<file path="src/verilog/dcc_pkg.sv">
// Shared constants, types and register layout for the downconverter channel block
package dcc_pkg;
	// Register indices; byte address is four times the index
	localparam logic [11:0] CTRL_IDX = 12'h350;
	localparam logic [11:0] INSEL_IDX = 12'h351;
	localparam logic [11:0] CHAIN_IDX = 12'h352;
	// Control register field positions
	localparam int MIX_BIT = 7;
	localparam int GAIN_BIT = 6;
	localparam int IF_LSB = 4;
	localparam int C2R_BIT = 3;
	localparam int DEC_LSB = 0;
	// Input select register field positions
	localparam int EXT_LSB = 4;
	localparam int QSEL_BIT = 2;
	localparam int ISEL_BIT = 0;
	// Reset values and writable bits
	localparam logic [7:0] CTRL_RST = 8'h00;
	localparam logic [7:0] INSEL_RST = 8'h00;
	localparam logic [7:0] INSEL_WMASK = 8'hf5;
	// Primary code that hands over to the extended field
	localparam logic [2:0] DEC_EXT = 3'h7;
	// Datapath word width and buffer depth
	localparam int DATA_W = 16;
	localparam int FIFO_DEPTH = 8;
	// Filter stage bits of the chain mask
	localparam logic [5:0] HALFBAND_STAGE_ONE = 6'h01;
	localparam logic [5:0] HALFBAND_STAGE_TWO = 6'h02;
	localparam logic [5:0] HALFBAND_STAGE_THREE = 6'h04;
	localparam logic [5:0] HALFBAND_STAGE_FOUR = 6'h08;
	localparam logic [5:0] THIRD_BAND_STAGE = 6'h10;
	localparam logic [5:0] FIFTH_BAND_STAGE = 6'h20;
	// IF mode encodings
	typedef enum logic [1:0] {
		IF_VAR = 2'b00,
		IF_ZERO = 2'b01,
		IF_FS = 2'b10,
		IF_TEST = 2'b11
	} dcc_if_e;
	// Bus slave states
	typedef enum logic {
		APB_IDLE = 1'b0,
		APB_DONE = 1'b1
	} dcc_apb_e;
	// One I/Q sample pair
	typedef struct packed {
		logic signed [DATA_W-1:0] i;
		logic signed [DATA_W-1:0] q;
	} dcc_pair_s;
	// Active filter stages and complex decimation factor
	typedef struct packed {
		logic [5:0] stages;
		logic [5:0] factor;
	} dcc_chain_s;
endpackage

</file>
<file path="src/verilog/dcc_fifo.sv">
// Sample buffer with registered read data and valid/ready on both sides
`timescale 1ns/1ns
module dcc_fifo #(
	parameter int WIDTH = 33,
	parameter int DEPTH = 8
) (
	// Clock and reset
	input wire logic clock,
	input wire logic sys_rst,
	// Fill side
	input wire logic in_valid,
	input wire logic [WIDTH-1:0] in_data,
	output logic in_ready,
	// Drain side
	input wire logic out_ready,
	output logic out_valid,
	output logic [WIDTH-1:0] out_data,
	// Words held in memory
	output logic [$clog2(DEPTH):0] level
);
	localparam int AW = $clog2(DEPTH);

	// Depth must be a power of two for wrapping pointers
	if (DEPTH < 2 || (1 << AW) != DEPTH)
	begin : g_bad_depth
		$error("dcc_fifo depth must be a power of two");
	end

	logic [WIDTH-1:0] mem [DEPTH];
	logic [AW-1:0] wr_ptr; // Next slot to fill
	logic [AW-1:0] rd_ptr; // Next slot to drain
	logic push;
	logic pop;

	// Honest full and load of the output register
	assign in_ready = (level != (AW+1)'(DEPTH));
	assign push = in_valid && in_ready;
	assign pop = (level != '0) && (!out_valid || out_ready);

	// Storage writes
	always_ff @(posedge clock)
	begin
		if (push)
			mem[wr_ptr] <= in_data;
	end

	// Pointers and occupancy
	always_ff @(posedge clock or posedge sys_rst)
	begin
		if (sys_rst)
		begin
			wr_ptr <= '0;
			rd_ptr <= '0;
			level <= '0;
		end
		else
		begin
			if (push)
				wr_ptr <= wr_ptr + 1'b1;
			if (pop)
				rd_ptr <= rd_ptr + 1'b1;
			level <= level + (AW+1)'(push) - (AW+1)'(pop);
		end
	end

	// Registered read data
	always_ff @(posedge clock or posedge sys_rst)
	begin
		if (sys_rst)
		begin
			out_valid <= 1'b0;
			out_data <= '0;
		end
		else if (pop)
		begin
			out_valid <= 1'b1;
			out_data <= mem[rd_ptr];
		end
		else if (out_ready)
			out_valid <= 1'b0;
	end
endmodule

</file>
<file path="src/verilog/dcc_mixer.sv">
// Output gain and quarter-rate complex-to-real conversion stage
`timescale 1ns/1ns
module dcc_mixer (
	// Clock and reset
	input wire logic clock,
	input wire logic sys_rst,
	// Settings
	input wire logic gain,
	input wire logic c2r,
	// Decimated pair in
	input wire logic in_valid,
	input wire dcc_pkg::dcc_pair_s in_pair,
	// Processed pair out
	output logic out_valid,
	output dcc_pkg::dcc_pair_s out_pair
);
	logic [1:0] phase; // Quarter-rate rotation step
	dcc_pkg::dcc_pair_s next_pair;

	// Rotation by quarter of output rate, then optional doubling
	always_comb
	begin
		next_pair = in_pair;
		if (c2r)
		begin
			// Only the real lane survives
			unique case (phase)
				2'h0: next_pair.i = in_pair.i;
				2'h1: next_pair.i = -in_pair.q;
				2'h2: next_pair.i = -in_pair.i;
				2'h3: next_pair.i = in_pair.q;
			endcase
			next_pair.q = '0;
		end
		if (gain)
		begin
			next_pair.i = next_pair.i <<< 1;
			next_pair.q = next_pair.q <<< 1;
		end
	end

	// Output register and rotation phase
	always_ff @(posedge clock or posedge sys_rst)
	begin
		if (sys_rst)
		begin
			out_valid <= 1'b0;
			out_pair <= '0;
			phase <= 2'h0;
		end
		else
		begin
			out_valid <= in_valid;
			if (in_valid)
			begin
				out_pair <= next_pair;
				phase <= c2r ? phase + 2'h1 : 2'h0;
			end
		end
	end
endmodule

</file>
<file path="src/verilog/dcc_channel_config.sv">
// Downconverter channel: register file, source select, decimation and output buffer
//
// Operation
// - Mixer bit: real single channel, or complex
// - Gain bit doubles output samples
// - IF mode field: variable, zero, rate, test
// - Complex-to-real bit keeps real lane only
// - Codes 011 and 000: one or two half-bands
// - Codes 001 and 010: three or four half-bands
// - Codes 100..110 append third-band stage
// - Code 111 uses extended decimation field
// - Extended field ignored unless code is 111
// - Extended 0: third-band plus four half-bands
// - Extended 2..4: fifth-band after half-bands
// - Source bits pick channel A or B
`timescale 1ns/1ns
module dcc_channel_config #(
	parameter int SAMPLE_W = 14,
	parameter int DEPTH = dcc_pkg::FIFO_DEPTH
) (
	// Clock and reset
	input wire logic clock,
	input wire logic sys_rst,
	// APB slave
	input wire logic psel,
	input wire logic penable,
	input wire logic pwrite,
	input wire logic [13:0] paddr,
	input wire logic [31:0] pwdata,
	output logic [31:0] prdata,
	output logic pready,
	output logic pslverr,
	// Converter sample streams
	input wire logic in_valid,
	input wire logic signed [SAMPLE_W-1:0] chan_a,
	input wire logic signed [SAMPLE_W-1:0] chan_b,
	output logic in_ready,
	// Toward the output framer
	input wire logic out_ready,
	output logic out_valid,
	output dcc_pkg::dcc_pair_s out_pair,
	output logic out_q_valid
);
	localparam int FW = $bits(dcc_pkg::dcc_pair_s) + 1;
	localparam int LW = $clog2(DEPTH) + 1;

	// Samples must fit the datapath with a bit left for gain
	if (SAMPLE_W < 2 || SAMPLE_W >= dcc_pkg::DATA_W)
	begin : g_bad_width
		$error("dcc_channel_config sample width out of range");
	end
	// Buffer must cover samples still in the pipeline
	if (DEPTH < 8)
	begin : g_bad_depth
		$error("dcc_channel_config buffer depth too small");
	end

	// Byte address match for a register index
	function automatic logic reg_hit(input logic [13:0] addr, input logic [11:0] idx);
		reg_hit = (addr == {idx, 2'b00});
	endfunction

	// Filter chain for primary and extended codes
	function automatic dcc_pkg::dcc_chain_s chain_of(input logic [2:0] code,
		input logic [3:0] ext);
		logic [5:0] one; // First half-band stage alone
		logic [5:0] two; // First two half-band stages
		logic [5:0] three; // First three half-band stages
		logic [5:0] four; // All four half-band stages
		dcc_pkg::dcc_chain_s c;
		one = dcc_pkg::HALFBAND_STAGE_ONE;
		two = one | dcc_pkg::HALFBAND_STAGE_TWO;
		three = two | dcc_pkg::HALFBAND_STAGE_THREE;
		four = three | dcc_pkg::HALFBAND_STAGE_FOUR;
		unique case (code)
			3'h3: c = '{one, 6'h02};
			3'h0: c = '{two, 6'h04};
			3'h1: c = '{three, 6'h08};
			3'h2: c = '{four, 6'h10};
			3'h4: c = '{one | dcc_pkg::THIRD_BAND_STAGE, 6'h06};
			3'h5: c = '{two | dcc_pkg::THIRD_BAND_STAGE, 6'h0c};
			3'h6: c = '{three | dcc_pkg::THIRD_BAND_STAGE, 6'h18};
			3'h7:
			begin
				// Extended field only consulted here
				unique case (ext)
					4'h2: c = '{one | dcc_pkg::FIFTH_BAND_STAGE, 6'h0a};
					4'h3: c = '{two | dcc_pkg::FIFTH_BAND_STAGE, 6'h14};
					4'h4: c = '{three | dcc_pkg::FIFTH_BAND_STAGE, 6'h28};
					// Code 0, and undefined codes fall back to it
					default: c = '{four | dcc_pkg::THIRD_BAND_STAGE, 6'h30};
				endcase
			end
		endcase
		chain_of = c;
	endfunction

	// Register contents
	logic [7:0] ctrl; // Mixer, gain, IF, real-output and decimation code
	logic [7:0] insel; // Extended code and lane sources
	dcc_pkg::dcc_apb_e apb_state;
	logic [7:0] next_rdata;
	logic next_err;

	// Decoded settings
	logic mix_cplx;
	logic gain_on;
	dcc_pkg::dcc_if_e if_mode;
	logic c2r;
	dcc_pkg::dcc_chain_s chain;
	logic [5:0] dec_factor;
	logic bus_wr; // Write completing this cycle

	// Datapath
	logic take; // Sample accepted this cycle
	logic [5:0] dec_cnt;
	logic signed [dcc_pkg::DATA_W-1:0] ramp; // Test pattern
	logic signed [dcc_pkg::DATA_W-1:0] i_src;
	logic signed [dcc_pkg::DATA_W-1:0] q_src;
	dcc_pkg::dcc_pair_s keep_pair;
	logic keep_valid;
	dcc_pkg::dcc_pair_s mix_pair;
	logic mix_valid;
	logic [LW-1:0] fifo_level;
	logic [FW-1:0] fifo_out;

	// Field decode
	assign mix_cplx = ctrl[dcc_pkg::MIX_BIT];
	assign gain_on = ctrl[dcc_pkg::GAIN_BIT];
	assign if_mode = dcc_pkg::dcc_if_e'(ctrl[dcc_pkg::IF_LSB +: 2]);
	assign c2r = ctrl[dcc_pkg::C2R_BIT];
	assign chain = chain_of(ctrl[dcc_pkg::DEC_LSB +: 3], insel[dcc_pkg::EXT_LSB +: 4]);
	// Real output runs at half the complex decimation
	assign dec_factor = c2r ? (chain.factor >> 1) : chain.factor;
	assign bus_wr = psel && penable && pready && pwrite && !pslverr;
	assign take = in_valid && in_ready;

	// Read data and address check for the access in progress
	always_comb
	begin
		next_rdata = 8'h00;
		next_err = 1'b0;
		if (reg_hit(paddr, dcc_pkg::CTRL_IDX))
			next_rdata = ctrl;
		else if (reg_hit(paddr, dcc_pkg::INSEL_IDX))
			next_rdata = insel & dcc_pkg::INSEL_WMASK;
		else if (reg_hit(paddr, dcc_pkg::CHAIN_IDX))
			next_rdata = {2'b00, chain.stages};
		else
			next_err = 1'b1; // Unmapped address
		if (pwrite && reg_hit(paddr, dcc_pkg::CHAIN_IDX))
			next_err = 1'b1; // Status is read-only
	end

	// APB handshake: one wait state per access
	always_ff @(posedge clock or posedge sys_rst)
	begin
		if (sys_rst)
		begin
			apb_state <= dcc_pkg::APB_IDLE;
			pready <= 1'b0;
			pslverr <= 1'b0;
			prdata <= 32'h0000_0000;
		end
		else
		begin
			unique case (apb_state)
				dcc_pkg::APB_IDLE:
				begin
					// Answer on the cycle after the access phase opens
					if (psel && penable)
					begin
						apb_state <= dcc_pkg::APB_DONE;
						pready <= 1'b1;
						pslverr <= next_err;
						prdata <= pwrite ? 32'h0000_0000 : {24'h00_0000, next_rdata};
					end
				end
				dcc_pkg::APB_DONE:
				begin
					// Completion edge; drop the answer
					apb_state <= dcc_pkg::APB_IDLE;
					pready <= 1'b0;
					pslverr <= 1'b0;
				end
			endcase
		end
	end

	// Register writes at the completion edge
	always_ff @(posedge clock or posedge sys_rst)
	begin
		if (sys_rst)
		begin
			ctrl <= dcc_pkg::CTRL_RST;
			insel <= dcc_pkg::INSEL_RST;
		end
		else if (bus_wr)
		begin
			if (reg_hit(paddr, dcc_pkg::CTRL_IDX))
				ctrl <= pwdata[7:0];
			if (reg_hit(paddr, dcc_pkg::INSEL_IDX))
				insel <= pwdata[7:0] & dcc_pkg::INSEL_WMASK;
		end
	end

	// Lane sources; a real mixer feeds one channel to both lanes
	always_comb
	begin
		i_src = insel[dcc_pkg::ISEL_BIT] ? dcc_pkg::DATA_W'(chan_b)
			: dcc_pkg::DATA_W'(chan_a);
		if (mix_cplx)
			q_src = insel[dcc_pkg::QSEL_BIT] ? dcc_pkg::DATA_W'(chan_b)
				: dcc_pkg::DATA_W'(chan_a);
		else
			q_src = i_src;
	end

	// Test pattern advances per accepted sample
	always_ff @(posedge clock or posedge sys_rst)
	begin
		if (sys_rst)
			ramp <= '0;
		else if (take)
			ramp <= ramp + 1'b1;
	end

	// Decimation: keep one sample in every dec_factor
	always_ff @(posedge clock or posedge sys_rst)
	begin
		if (sys_rst)
		begin
			dec_cnt <= 6'h00;
			keep_valid <= 1'b0;
			keep_pair <= '0;
		end
		else
		begin
			keep_valid <= 1'b0;
			if (bus_wr)
				dec_cnt <= 6'h00; // Restart phase on new settings
			else if (take)
			begin
				if (dec_cnt >= dec_factor - 6'h01)
				begin
					dec_cnt <= 6'h00;
					keep_valid <= 1'b1;
					// Test mode replaces the samples
					if (if_mode == dcc_pkg::IF_TEST)
					begin
						keep_pair.i <= ramp;
						keep_pair.q <= ~ramp;
					end
					else
					begin
						// Tuning oscillator lives outside this block
						keep_pair.i <= i_src;
						keep_pair.q <= q_src;
					end
				end
				else
					dec_cnt <= dec_cnt + 6'h01;
			end
		end
	end

	// Gain and real conversion
	dcc_mixer u_mixer (
		.clock(clock),
		.sys_rst(sys_rst),
		.gain(gain_on),
		.c2r(c2r),
		.in_valid(keep_valid),
		.in_pair(keep_pair),
		.out_valid(mix_valid),
		.out_pair(mix_pair)
	);

	// Back-pressure: leave room for the two pipeline stages in flight
	always_ff @(posedge clock or posedge sys_rst)
	begin
		if (sys_rst)
			in_ready <= 1'b0;
		else
			in_ready <= (fifo_level <= LW'(DEPTH - 4));
	end

	// Buffer toward the framer
	dcc_fifo #(
		.WIDTH(FW),
		.DEPTH(DEPTH)
	) u_fifo (
		.clock(clock),
		.sys_rst(sys_rst),
		.in_valid(mix_valid),
		.in_data({!c2r, mix_pair}),
		.in_ready(),
		.out_ready(out_ready),
		.out_valid(out_valid),
		.out_data(fifo_out),
		.level(fifo_level)
	);

	// Registered buffer output split into its fields
	assign out_q_valid = fifo_out[FW-1];
	assign out_pair = fifo_out[FW-2:0];
endmodule

</file>
<file path="config.mk">
export PLATFORM = sky130hd
export DESIGN_NAME = dcc_channel_config
export DESIGN_NICKNAME = d
export VERILOG_FILES = /design/src/verilog/dcc_pkg.sv /design/src/verilog/dcc_fifo.sv /design/src/verilog/dcc_mixer.sv /design/src/verilog/dcc_channel_config.sv
export SDC_FILE = /design/constraint.sdc
export NUM_CORES = 1
export LEC_CHECK = 0
export BUFFER_PORTS_ARGS = -buffer_cell sky130_fd_sc_hd__buf_2
export CAP_MARGIN = 20
export CORE_ASPECT_RATIO = 0.8
export CORE_MARGIN = 2
export CORE_UTILIZATION = 55
export CTS_CLUSTER_DIAMETER = 150
export CTS_CLUSTER_SIZE = 16
export DETAILED_ROUTE_END_ITERATION = 10
export PLACE_DENSITY = 0.73
export SLEW_MARGIN = 0
export SYNTH_ARGS = -nofsm -noshare
export SYNTH_HDL_FRONTEND = slang
export SYNTH_SLANG_ARGS = --single-unit
</file>
<file path="constraint.sdc">
create_clock -name clock -period 9.95 [get_ports clock]
set_input_delay 0.4975 -clock clock [delete_from_list [all_inputs] [get_ports clock]]
set_output_delay 0.4975 -clock clock [all_outputs]
set_load 0.005 [all_outputs]
</file>
# Word-level counts from Yosys, hierarchy flattened
# Memory sizes are Yosys's and may differ from the RTL's. A register that Yosys moved wholly into a read port is not among the register bits.
# Index checks and enable logic that the tools add are counted.
[word_totals] reg_bits=151 mem_bits_rw=264 input_bits=81 out_inout_bits=69 elab_cells=111 memories=1
[mem_list] name="u_fifo.mem" words=8 width=33 rd=1 rd_clocked_by_memory_dff=1 write_ports=1 line="dcc_fifo.sv:29" rtl="logic [WIDTH-1:0] mem [DEPTH];"
[op_classes] n_addsub=10 magnitude_cmp=2 n_eq_ne=19 muxes=35 bitwise_logic=3 reduce_logical=21
[ops] cell="2-to-1 mux 32 bit" count=3
[ops] cell="case mux 12 bit (8 select lines)" count=1
[ops] cell="case mux 16 bit (4 select lines)" count=1
[ops] cell="2-to-1 mux 16 bit" count=3
[ops] cell="== test 14 x 12 -> 1 bit (second input constant)" count=3
[ops] cell="case mux 12 bit (3 select lines)" count=1
[ops] cell="negation 16 bit" count=2
[ops] cell="2-to-1 mux 6 bit" count=5
[ops] cell="2-to-1 mux 8 bit" count=3
[ops] cell="adder 16 x 1 -> 16 bit (second input constant)" count=1
[ops] cell="inverter 16 bit" count=1
[ops] cell="2-to-1 mux 1 bit" count=14
[ops] cell="== test 3 bit (second input constant)" count=4
[ops] cell="== test 4 x 2 -> 1 bit (second input constant)" count=2
[ops] cell="logical AND 1 bit" count=8
[ops] cell="adder 3 x 1 -> 3 bit (second input constant)" count=2
[ops] cell="adder 6 x 1 -> 6 bit (second input constant)" count=1
[ops] cell="== test 2 bit (second input constant)" count=3
[ops] cell="== test 3 x 2 -> 1 bit (second input constant)" count=2
[ops] cell=">= comparator 6 bit" count=1
[ops] cell="case mux 1 bit (2 select lines)" count=3
[ops] cell="AND reduction 2 bit" count=3
[ops] cell="subtractor 6 x 1 -> 6 bit (second input constant)" count=1
[ops] cell="adder 4 x 1 -> 4 bit" count=1
[ops] cell="17 further kinds" count=21

# Depth between registers and ports, before layout
# Gate-level depths: netlist of run 1.
[logic_depth] depth_word=9 depth_mapped=17 mapped_depth_nobuf=16

# Hierarchy
# From an unflattened synthesis of run 1, not the netlist that was laid out.
[hier_totals] hier_cells=1452 hier_area_um2=19607.6
[modules_own_cells] mod="dcc_fifo" instances=1 cells_each=664 area_each_um2=12164.2
[modules_own_cells] mod="dcc_channel_config" instances=1 cells_each=462 area_each_um2=4687.0
[modules_own_cells] mod="dcc_mixer" instances=1 cells_each=326 area_each_um2=2756.4

# Least setup slack after synthesis of run 1
# No wires, ideal clock.
[synth_path] kind="reg2reg" startpoint="register u_fifo.level[2]" endpoint="memory u_fifo.mem[0][0], enable pin" setup_time_ns=0.464 arrival_ns=3.360 slack_ns=6.126 path_stages_with_launch=6 period_less_slack_ns=3.824 path_cell_list="dfrtp_1 > inv_1 > ha_1 > a21boi_1 > nand2b_1 > nor3_1"
[synth_between] elab_chain_len=4
[synth_lines] element="from (decl)" line="dcc_fifo.sv:19" rtl="output logic [$clog2(DEPTH):0] level"
[synth_lines] element="from (signal assigned)" line="dcc_fifo.sv:62" rtl="level <= level + (AW+1)'(push) - (AW+1)'(pop);"
[synth_lines] element="!= test 4 bit" line="dcc_fifo.sv:36" rtl="assign in_ready = (level != (AW+1)'(DEPTH));"
[synth_lines] element="logical AND 1 bit" line="dcc_fifo.sv:37" rtl="assign push = in_valid && in_ready;"
[synth_lines] element="via u_fifo.push" line="dcc_fifo.sv:32" rtl="logic push;"
[synth_lines] element="2-to-1 mux 1 bit" line="dcc_fifo.sv:43" rtl="if (push)"
[synth_lines] element="2-to-1 mux 1 bit (not written as such)" line="dcc_fifo.sv:44" rtl="mem[wr_ptr] <= in_data;"
[synth_lines] element="to (decl)" line="dcc_fifo.sv:29"
# The timed path passes the listed nets, and every way through them passes these cells.

# Worst setup path after layout of run 1
[layout_path] startpoint="register insel[7]" endpoint="register keep_pair[20] (netlist bit)"
[layout_between] elab_chain_len=7
[layout_lines] element="from (decl)" line="dcc_channel_config.sv:100" rtl="logic [7:0] insel;"
[layout_lines] element="from (signal assigned)" line="dcc_channel_config.sv:196" rtl="insel <= dcc_pkg::INSEL_RST;"
[layout_lines] element="from (signal assigned)" line="dcc_channel_config.sv:203" rtl="insel <= pwdata[7:0] & dcc_pkg::INSEL_WMASK;"
[layout_lines] element="== test 4 x 3 -> 1 bit / == test 4 x 2 -> 1 bit (equally long branches)" line="dcc_channel_config.sv:86" rtl="unique case (ext)"
[layout_lines] element="case mux 12 bit (3 select lines) (*)" line="dcc_channel_config.sv:86"
[layout_lines] element="case mux 12 bit (8 select lines) (*)" line="dcc_channel_config.sv:75" rtl="unique case (code)"
[layout_lines] element="2-to-1 mux 6 bit (*)" line="dcc_channel_config.sv:134" rtl="assign dec_factor = c2r ? (chain.factor >> 1) : chain.factor;"
[layout_lines] element="subtractor 6 x 1 -> 6 bit (*)" line="dcc_channel_config.sv:244" rtl="if (dec_cnt >= dec_factor - 6'h01)"
[layout_lines] element=">= comparator 6 bit (*)" line="dcc_channel_config.sv:244"
[layout_lines] element="AND reduction 3 bit (no line) (*)"
[layout_lines] element="to (decl)" line="dcc_channel_config.sv:120" rtl="dcc_pkg::dcc_pair_s keep_pair;"
# Mark *: on every way between the ends. The rest lies on a longest branch, timed or not.
# A chain may end at the register's enable or synchronous reset.

==> results of run 1 <==
==> kinds of logic (layout without fill, tap and decap cells) <==
kind of cell	Yosys count	after routing	synth area share
buffers and inverters	139	216	0.0338
and+or+nand+nor	279	279	0.0736
adders and majority gates	25	25	0.0170
DFF	424	424	0.634
muxes	193	193	0.149
AOI/OAI and AO/OA	222	222	0.0769
other	1	24	0.000199
xor gates and xnor gates	32	32	0.0149
==> synth_stat cells (all sizes together), types with 26 or more instances <==
library cell / count
a21oi: 86
buf: 49
clkbuf: 47
dfrtp: 160
edfxtp: 264
inv: 42
mux2: 43
mux2i: 84
mux4: 66
nand2: 78
nor2: 87
o21ai: 40
xnor2: 26
==> metal layers <==
metal  global-route usage  up-vias  part of all wire
li1                     -     5120                 -
met1                0.332     5521              0.47
met2                0.334      291              0.46
met3               0.0292       36             0.056
met4               0.0355        0             0.013
met5                    0        -                 0
==> through the flow <==
stage               cells  hold WS, ps   util  setup WS [ps]  area, um2
finish               1849          111  0.613           5350      20600
global route         1849          116  0.613           5030      20600
CTS                  1846         95.0  0.611           5400      20500
detailed placement   1793          442  0.585           5410      19700
global placement     1793          428  0.585           5450      19700
floorplan            1338          414      -           5130      18900
==> sequential cells by signal, indices dropped and copies added (netlist names), 2 cells and up <==
register,flops
ctrl,8
dec_cnt,6
insel,6
keep_pair,32
prdata,8
ramp,16
u_fifo.level,4
u_fifo.mem,264
u_fifo.out_data,33
u_fifo.rd_ptr,3
u_fifo.wr_ptr,3
u_mixer.out_pair,32
u_mixer.phase,2
==> power groups by stage <==
stage | Sequential [mW] | Clock (mW) | Combinational [mW]
after floorplan | 2.40 | 0 | 1.10
after global placement | 2.53 | 0 | 1.37
after detailed placement | 2.56 | 0 | 1.39
after CTS | 2.52 | 1.18 | 1.39
after global routing | 2.57 | 1.24 | 1.54
final | 2.52 | 1.15 | 1.39
==> worst reg2reg max path, cell delays in order, from the launching register on <==
cell and delay, ps:
dfrtp_1 430, or3b_2 560, o21ai_0 240, nor2b_1 210, o21ai_0 150, ha_1 290, nor2b_1 160, o22ai_1 170
a21oi_1 100, ha_1 330, nand3_1 90, o21ai_2 350, nand3_2 820, mux2_2 590
==> area by class of cell <==
type,count,area [um2]
Multi-Input combinational cell,775,6400
Timing Repair Buffer,120,691
Tap cell,434,543
Inverter,43,166
Sequential cell,424,11900
Clock inverter,2,38.8
Fill cell,2555,13000
Clock buffer,51,830
==> worst min path at each step <==
stage,to,slack [ps],cells past startpoint
6_report,ctrl[3],110,3
5_1_grt,ctrl[3],120,3
4_1_cts,ctrl[3],90,3
3_5_place_dp,pslverr,440,1
3_3_place_gp,pslverr,430,1
2_1_floorplan,pslverr,410,1
==> flow_summary.ini, run 1 <==
[setup_path]
worst_setup_path_end_kind = register
critPathTopFamily = simple AND/OR/NAND/NOR gates
cp_max_fo = 33
slowest_delay_ps = 820
cp_cell_sequence = or3b_2 > o21ai_0 > nor2b_1 > o21ai_0 > ha_1 > nor2b_1 > o22ai_1 > a21oi_1 > ha_1 > nand3_1 > o21ai_2 > nand3_2 > mux2_2
worstRegToRegCells = 13
startpoint = insel[7]
reg2reg_slack_ps = 5350
cp-start-kind = register
path_class = register to register
critPathBufInv = 0
arrival_ps = 5080
cp_num_cells = 13
rr_endpoint = keep_pair[20]
crit_required_ps = 10430
crit_path_top_delay_cell = nand3_2
r2r-start = insel[7]
crit_path_end = keep_pair[20]

[floorplanning]
start_util = 0.559
die_x_um = 211
dieHeight_um = 169
rows = 60
pin_count = 150
design.core.area_um2 = 33600
die_area_um2 = 35700

[detailed_routing]
wl_per_cell_um = 20.3
drt_iter0_markers = 931
ant_nets = 0
drcViolationCount = 0
avgViaCountPerCell = 5.93
wl_mm = 37.5
dr_total_vias = 11000
first_pass_iters = 5

[grt]
antenna_found_initial = 0
grt_max_degree = 105
overflow = 0
first_global_vias = 10600
grt_first_pass_wirelength_mm = 60.0
grtUsageTotal = 0.215

[flow_run]
cap_violations = 0

[sta]
hold_viol = 0
slew_headroom = 0.358
grt_setup_unrepaired = no
fin_setup_tns_ps = 0
clock_skew_ps = 17.9
finalCriticalPeriod_ps = 4600
final-max-slew-violation-count = 0
fmax_ghz = 0.217
period_share = 0.462
worst_slew_pin_slew_ps = 963
setup_viol = 0

[power]
combPwrFrac = 0.275
power_density_nw_per_um2 = 245
ir_drop_mv = 0.164
p_int_mw = 3.39
p_sw_frac = 0.328
p_leak_nw = 7.57
p_seq_frac = 0.498
switching_power_mw = 1.66
p_clk_frac = 0.227
power_mw = 5.05

[clocking]
numCtsBuffers = 30
cts-root-buf = clkbuf_16
clk_pin_slew_worst_paths_ps = 80
cts_sinks = 424
clock_latency_ps = 590
post_cts_buffers = 0
ctsResizeCount = 0
h-tree-depth = 1
cts_tree = built
clock_path_buffers = 3
cts_hold_buf = 0

[place]
gp_congestion = 0.878
port_buffers = 101
dpl.hpwl_mm = 23.6

[synth]
synth-main-ff-cell = edfxtp_1
synth_area_um2 = 18800
synth_top_area_share = 0.421
synth_area_leaders = edfxtp_1 42%, dfrtp_1 21%, mux4_2 7.9%
syn_avg_cell_area_um2 = 14.3
synth_edf_count = 264
synth_cells = 1315
async_flop_share = 0.377
ys_types = 83
synth_top_cell_by_area = edfxtp_1
ys_seq_area_frac = 0.634
synth_seq_cells = 424
yosys_warnings = 0

[layout]
drive_gt1_frac = 0.206
areaGrowthSynthToFinish_pct = 9.54
final_common_cell = edfxtp_1
layout_common_cells = 264 x edfxtp_1, 157 x dfrtp_1, 101 x buf_2
nNetsFinal = 1500
antenna_cells = 0

[hold_path]
hp-start = pwdata[3]
hold_path.class = primary input to register

[outcome]
status = complete, no violations
(Power assumes the default switching activity.)
==> inputs of run 2 (changes only) <==
--- a/config.mk
+++ b/config.mk
@@ -5,6 +5,7 @@
 export SDC_FILE = /design/constraint.sdc
 export NUM_CORES = 1
 export LEC_CHECK = 0
+export ABC_AREA = 1
 export BUFFER_PORTS_ARGS = -buffer_cell sky130_fd_sc_hd__buf_2
 export CAP_MARGIN = 20
 export CORE_ASPECT_RATIO = 0.8
@@ -13,7 +14,7 @@
 export CTS_CLUSTER_DIAMETER = 150
 export CTS_CLUSTER_SIZE = 16
 export DETAILED_ROUTE_END_ITERATION = 10
-export PLACE_DENSITY = 0.73
+export PLACE_DENSITY = 0.76
 export SLEW_MARGIN = 0
 export SYNTH_ARGS = -nofsm -noshare
 export SYNTH_HDL_FRONTEND = slang
==> constraint.sdc (replaced) <==
create_clock -name clock -period 4.1 [get_ports clock]
set_input_delay 0.205 -clock clock [delete_from_list [all_inputs] [get_ports clock]]
set_output_delay 0.205 -clock clock [all_outputs]
set_load 0.005 [all_outputs]
==> run 2 against run 1 <==
Via count grew 28%. Clock-buffer cell count up 1. Sequential power grew 140%. Setup slack worse by 4900 ps. Critical endpoint is now keep_pair[18]. Core utilization grew 0.38 points. Cell count up 35%. Non-clock buffer count rose by 18. Synthesized area is 4.1% higher. Design area increased by 4.4%. Sequential share of layout area down 2.4 points. Die area rose by 4.0%.
==> flow_summary.ini, run 2 <==
[hold_path]
hold_path.class = primary input to register

[layout]
multi_input_area_um2 = 6420
areaGrowthSynthToFinish_pct = 9.86
seqCellArea_um2 = 11900
fin_util = 0.617
largestRegisters = u_fifo.mem x264, u_fifo.out_data x33
final_common_cell = nand2_1
largest_reg_flops = 264
fill_cells = 2798
nNetsFinal = 2100
top_register = u_fifo.mem
antenna_cells = 0
layout_common_cells = 337 x nand2_1, 264 x edfxtp_1, 214 x o21ai_0
drive_gt1_frac = 0.0962

[clocking]
cts_tree = built
cts_hold_buf = 13
clock_path_buffers = 3
h-tree-depth = 1
clk_pin_slew_worst_paths_ps = 80
numCtsBuffers = 30
clock_latency_ps = 600
cts-root-buf = clkbuf_16
post_cts_buffers = 0
ctsResizeCount = 0
cts_sinks = 424

[synth]
synth_cells = 1914
synth_area_um2 = 19600
yosysMostFrequentCell = nand2_1
synth_area_leaders = edfxtp_1 40%, dfrtp_1 20%, nand2_1 6.5%
yosys_warnings = 0
synth-main-ff-cell = edfxtp_1
synth_top_area_share = 0.405
synth_edf_count = 264
synth_commonest_cells = 337 x nand2_1, 264 x edfxtp_1, 214 x o21ai_0, 206 x inv_1, 160 x dfrtp_1
synth_seq_cells = 424
syn_avg_cell_area_um2 = 10.2
synth_top_cell_by_area = edfxtp_1
ys_types = 49
async_flop_share = 0.377
ys_seq_area_frac = 0.609

[detailed_routing]
drcViolationCount = 0
avgViaCountPerCell = 5.62
wl_per_cell_um = 18.2
ant_nets = 0
dr_total_vias = 14000
wl_mm = 45.3
first_pass_iters = 5
drt_iter0_markers = 1382

[grt]
grt_first_pass_wirelength_mm = 72.8
grt_use_met3 = 0.0359
grt_max_degree = 130
top_usage_layer = met2
first_global_vias = 13500
grtUsageTotal = 0.245
antenna_found_initial = 0
met1_usage = 0.359
grt_util_met2 = 0.393
overflow = 0

[floorplanning]
rows = 61
pin_count = 150
design.core.area_um2 = 34900
start_util = 0.561
die_x_um = 215
dieHeight_um = 173
die_area_um2 = 37100

[sta]
slew_headroom = 0.375
final-max-slew-violation-count = 0
finalCriticalPeriod_ps = 3680
fmax_ghz = 0.272
worst_slew_pin_slew_ps = 931
period_share = 0.898
hold_viol = 0
clock_skew_ps = 17.5
setup_viol = 0
grt_setup_unrepaired = no
hold_slack_ps = 33.7
fin_setup_tns_ps = 0

[setup_path]
path_class = register to register
crit_required_ps = 4620
worst_setup_path_end_kind = register
cp_max_fo = 27
cp-start-kind = register
arrival_ps = 4200

[place]
dpl.hpwl_mm = 30.0
port_buffers = 101
gp_congestion = 0.918

[flow_run]
cap_violations = 0

[power]
power_density_nw_per_um2 = 610
p_leak_nw = 8.79
ir_drop_mv = 0.589

[outcome]
status = complete, no violations
## run 2: metrics by stage
stage / setup WS [ps] / total power, mW / instances / area, um2
floorplan: 1130 / 8.92 / 1937 / 19700
global placement: 601 / 10.2 / 2420 / 20500
detailed placement: 494 / 10.3 / 2420 / 20500
CTS: 460 / 13.1 / 2487 / 21500
global route: 10.1 / 14.0 / 2488 / 21500
finish: 419 / 13.1 / 2488 / 21500
## run 2: worst paths after layout
path,start,to,slack (ps),cells past startpoint
max in group asynchronous,sys_rst,keep_pair[28],3180,4
worst min register to register,apb_state,pready,470,1
worst max register to register,ctrl[2],keep_pair[18],420,19
worst max-delay path,ctrl[2],keep_pair[18],420,19
worst min-delay path,psel,pslverr,30,4
min in group asynchronous,sys_rst,u_fifo.rd_ptr[0],290,4
## run 2: power breakdown
part / internal [mW] / leakage [nW] / switching, mW
sequential: 5.31 / 4.17 / 0.741
combinational: 1.51 / 4.22 / 2.74
clock: 1.38 / 0.412 / 1.43
total: 8.21 / 8.79 / 4.92
## run 2: kinds of logic (layout without fill, tap and decap cells)
kind of cell               count (synthesis)  count (layout)  share of synthesized area
adders and majority gates                 25              25                     0.0164
AOI/OAI and AO/OA                        432             432                      0.126
xor gates and xnor gates                  24              24                     0.0107
DFF                                      424             424                      0.609
muxes                                     66              66                     0.0337
and+or+nand+nor                          615             615                      0.133
buffers and inverters                    327             406                     0.0709
other                                      1              24                   0.000192
## run 2: critical path: stages (launching register included)
cell,delay (ps)
dfrtp_1,520
inv_1,170
nor2_1,260
inv_1,100
o211ai_1,260
o21ai_0,130
ha_1,250
nand3_1,90
nand2_1,50
nand2_1,50
inv_1,40
ha_1,260
nand2_1,70
or3_1,390
nand2_1,140
nand2_4,170
inv_2,310
buf_12,200
nand2_1,80
o21ai_2,60
## run 2: layout make-up
cell class / count / area share
tap: 472 / 0.0275
clock inverter: 2 / 0.00180
sequential: 424 / 0.555
multi-input combinational: 1186 / 0.298
timing repair buffer: 138 / 0.0412
clock buffer: 52 / 0.0387
inverter: 214 / 0.0375
## run 2: per-layer routing
metal  vias to the layer above  share of wire
li1                       6694              -
met1                      6746           0.45
met5                         -              0
met4                         0          0.021
met3                        72          0.064
met2                       476           0.46
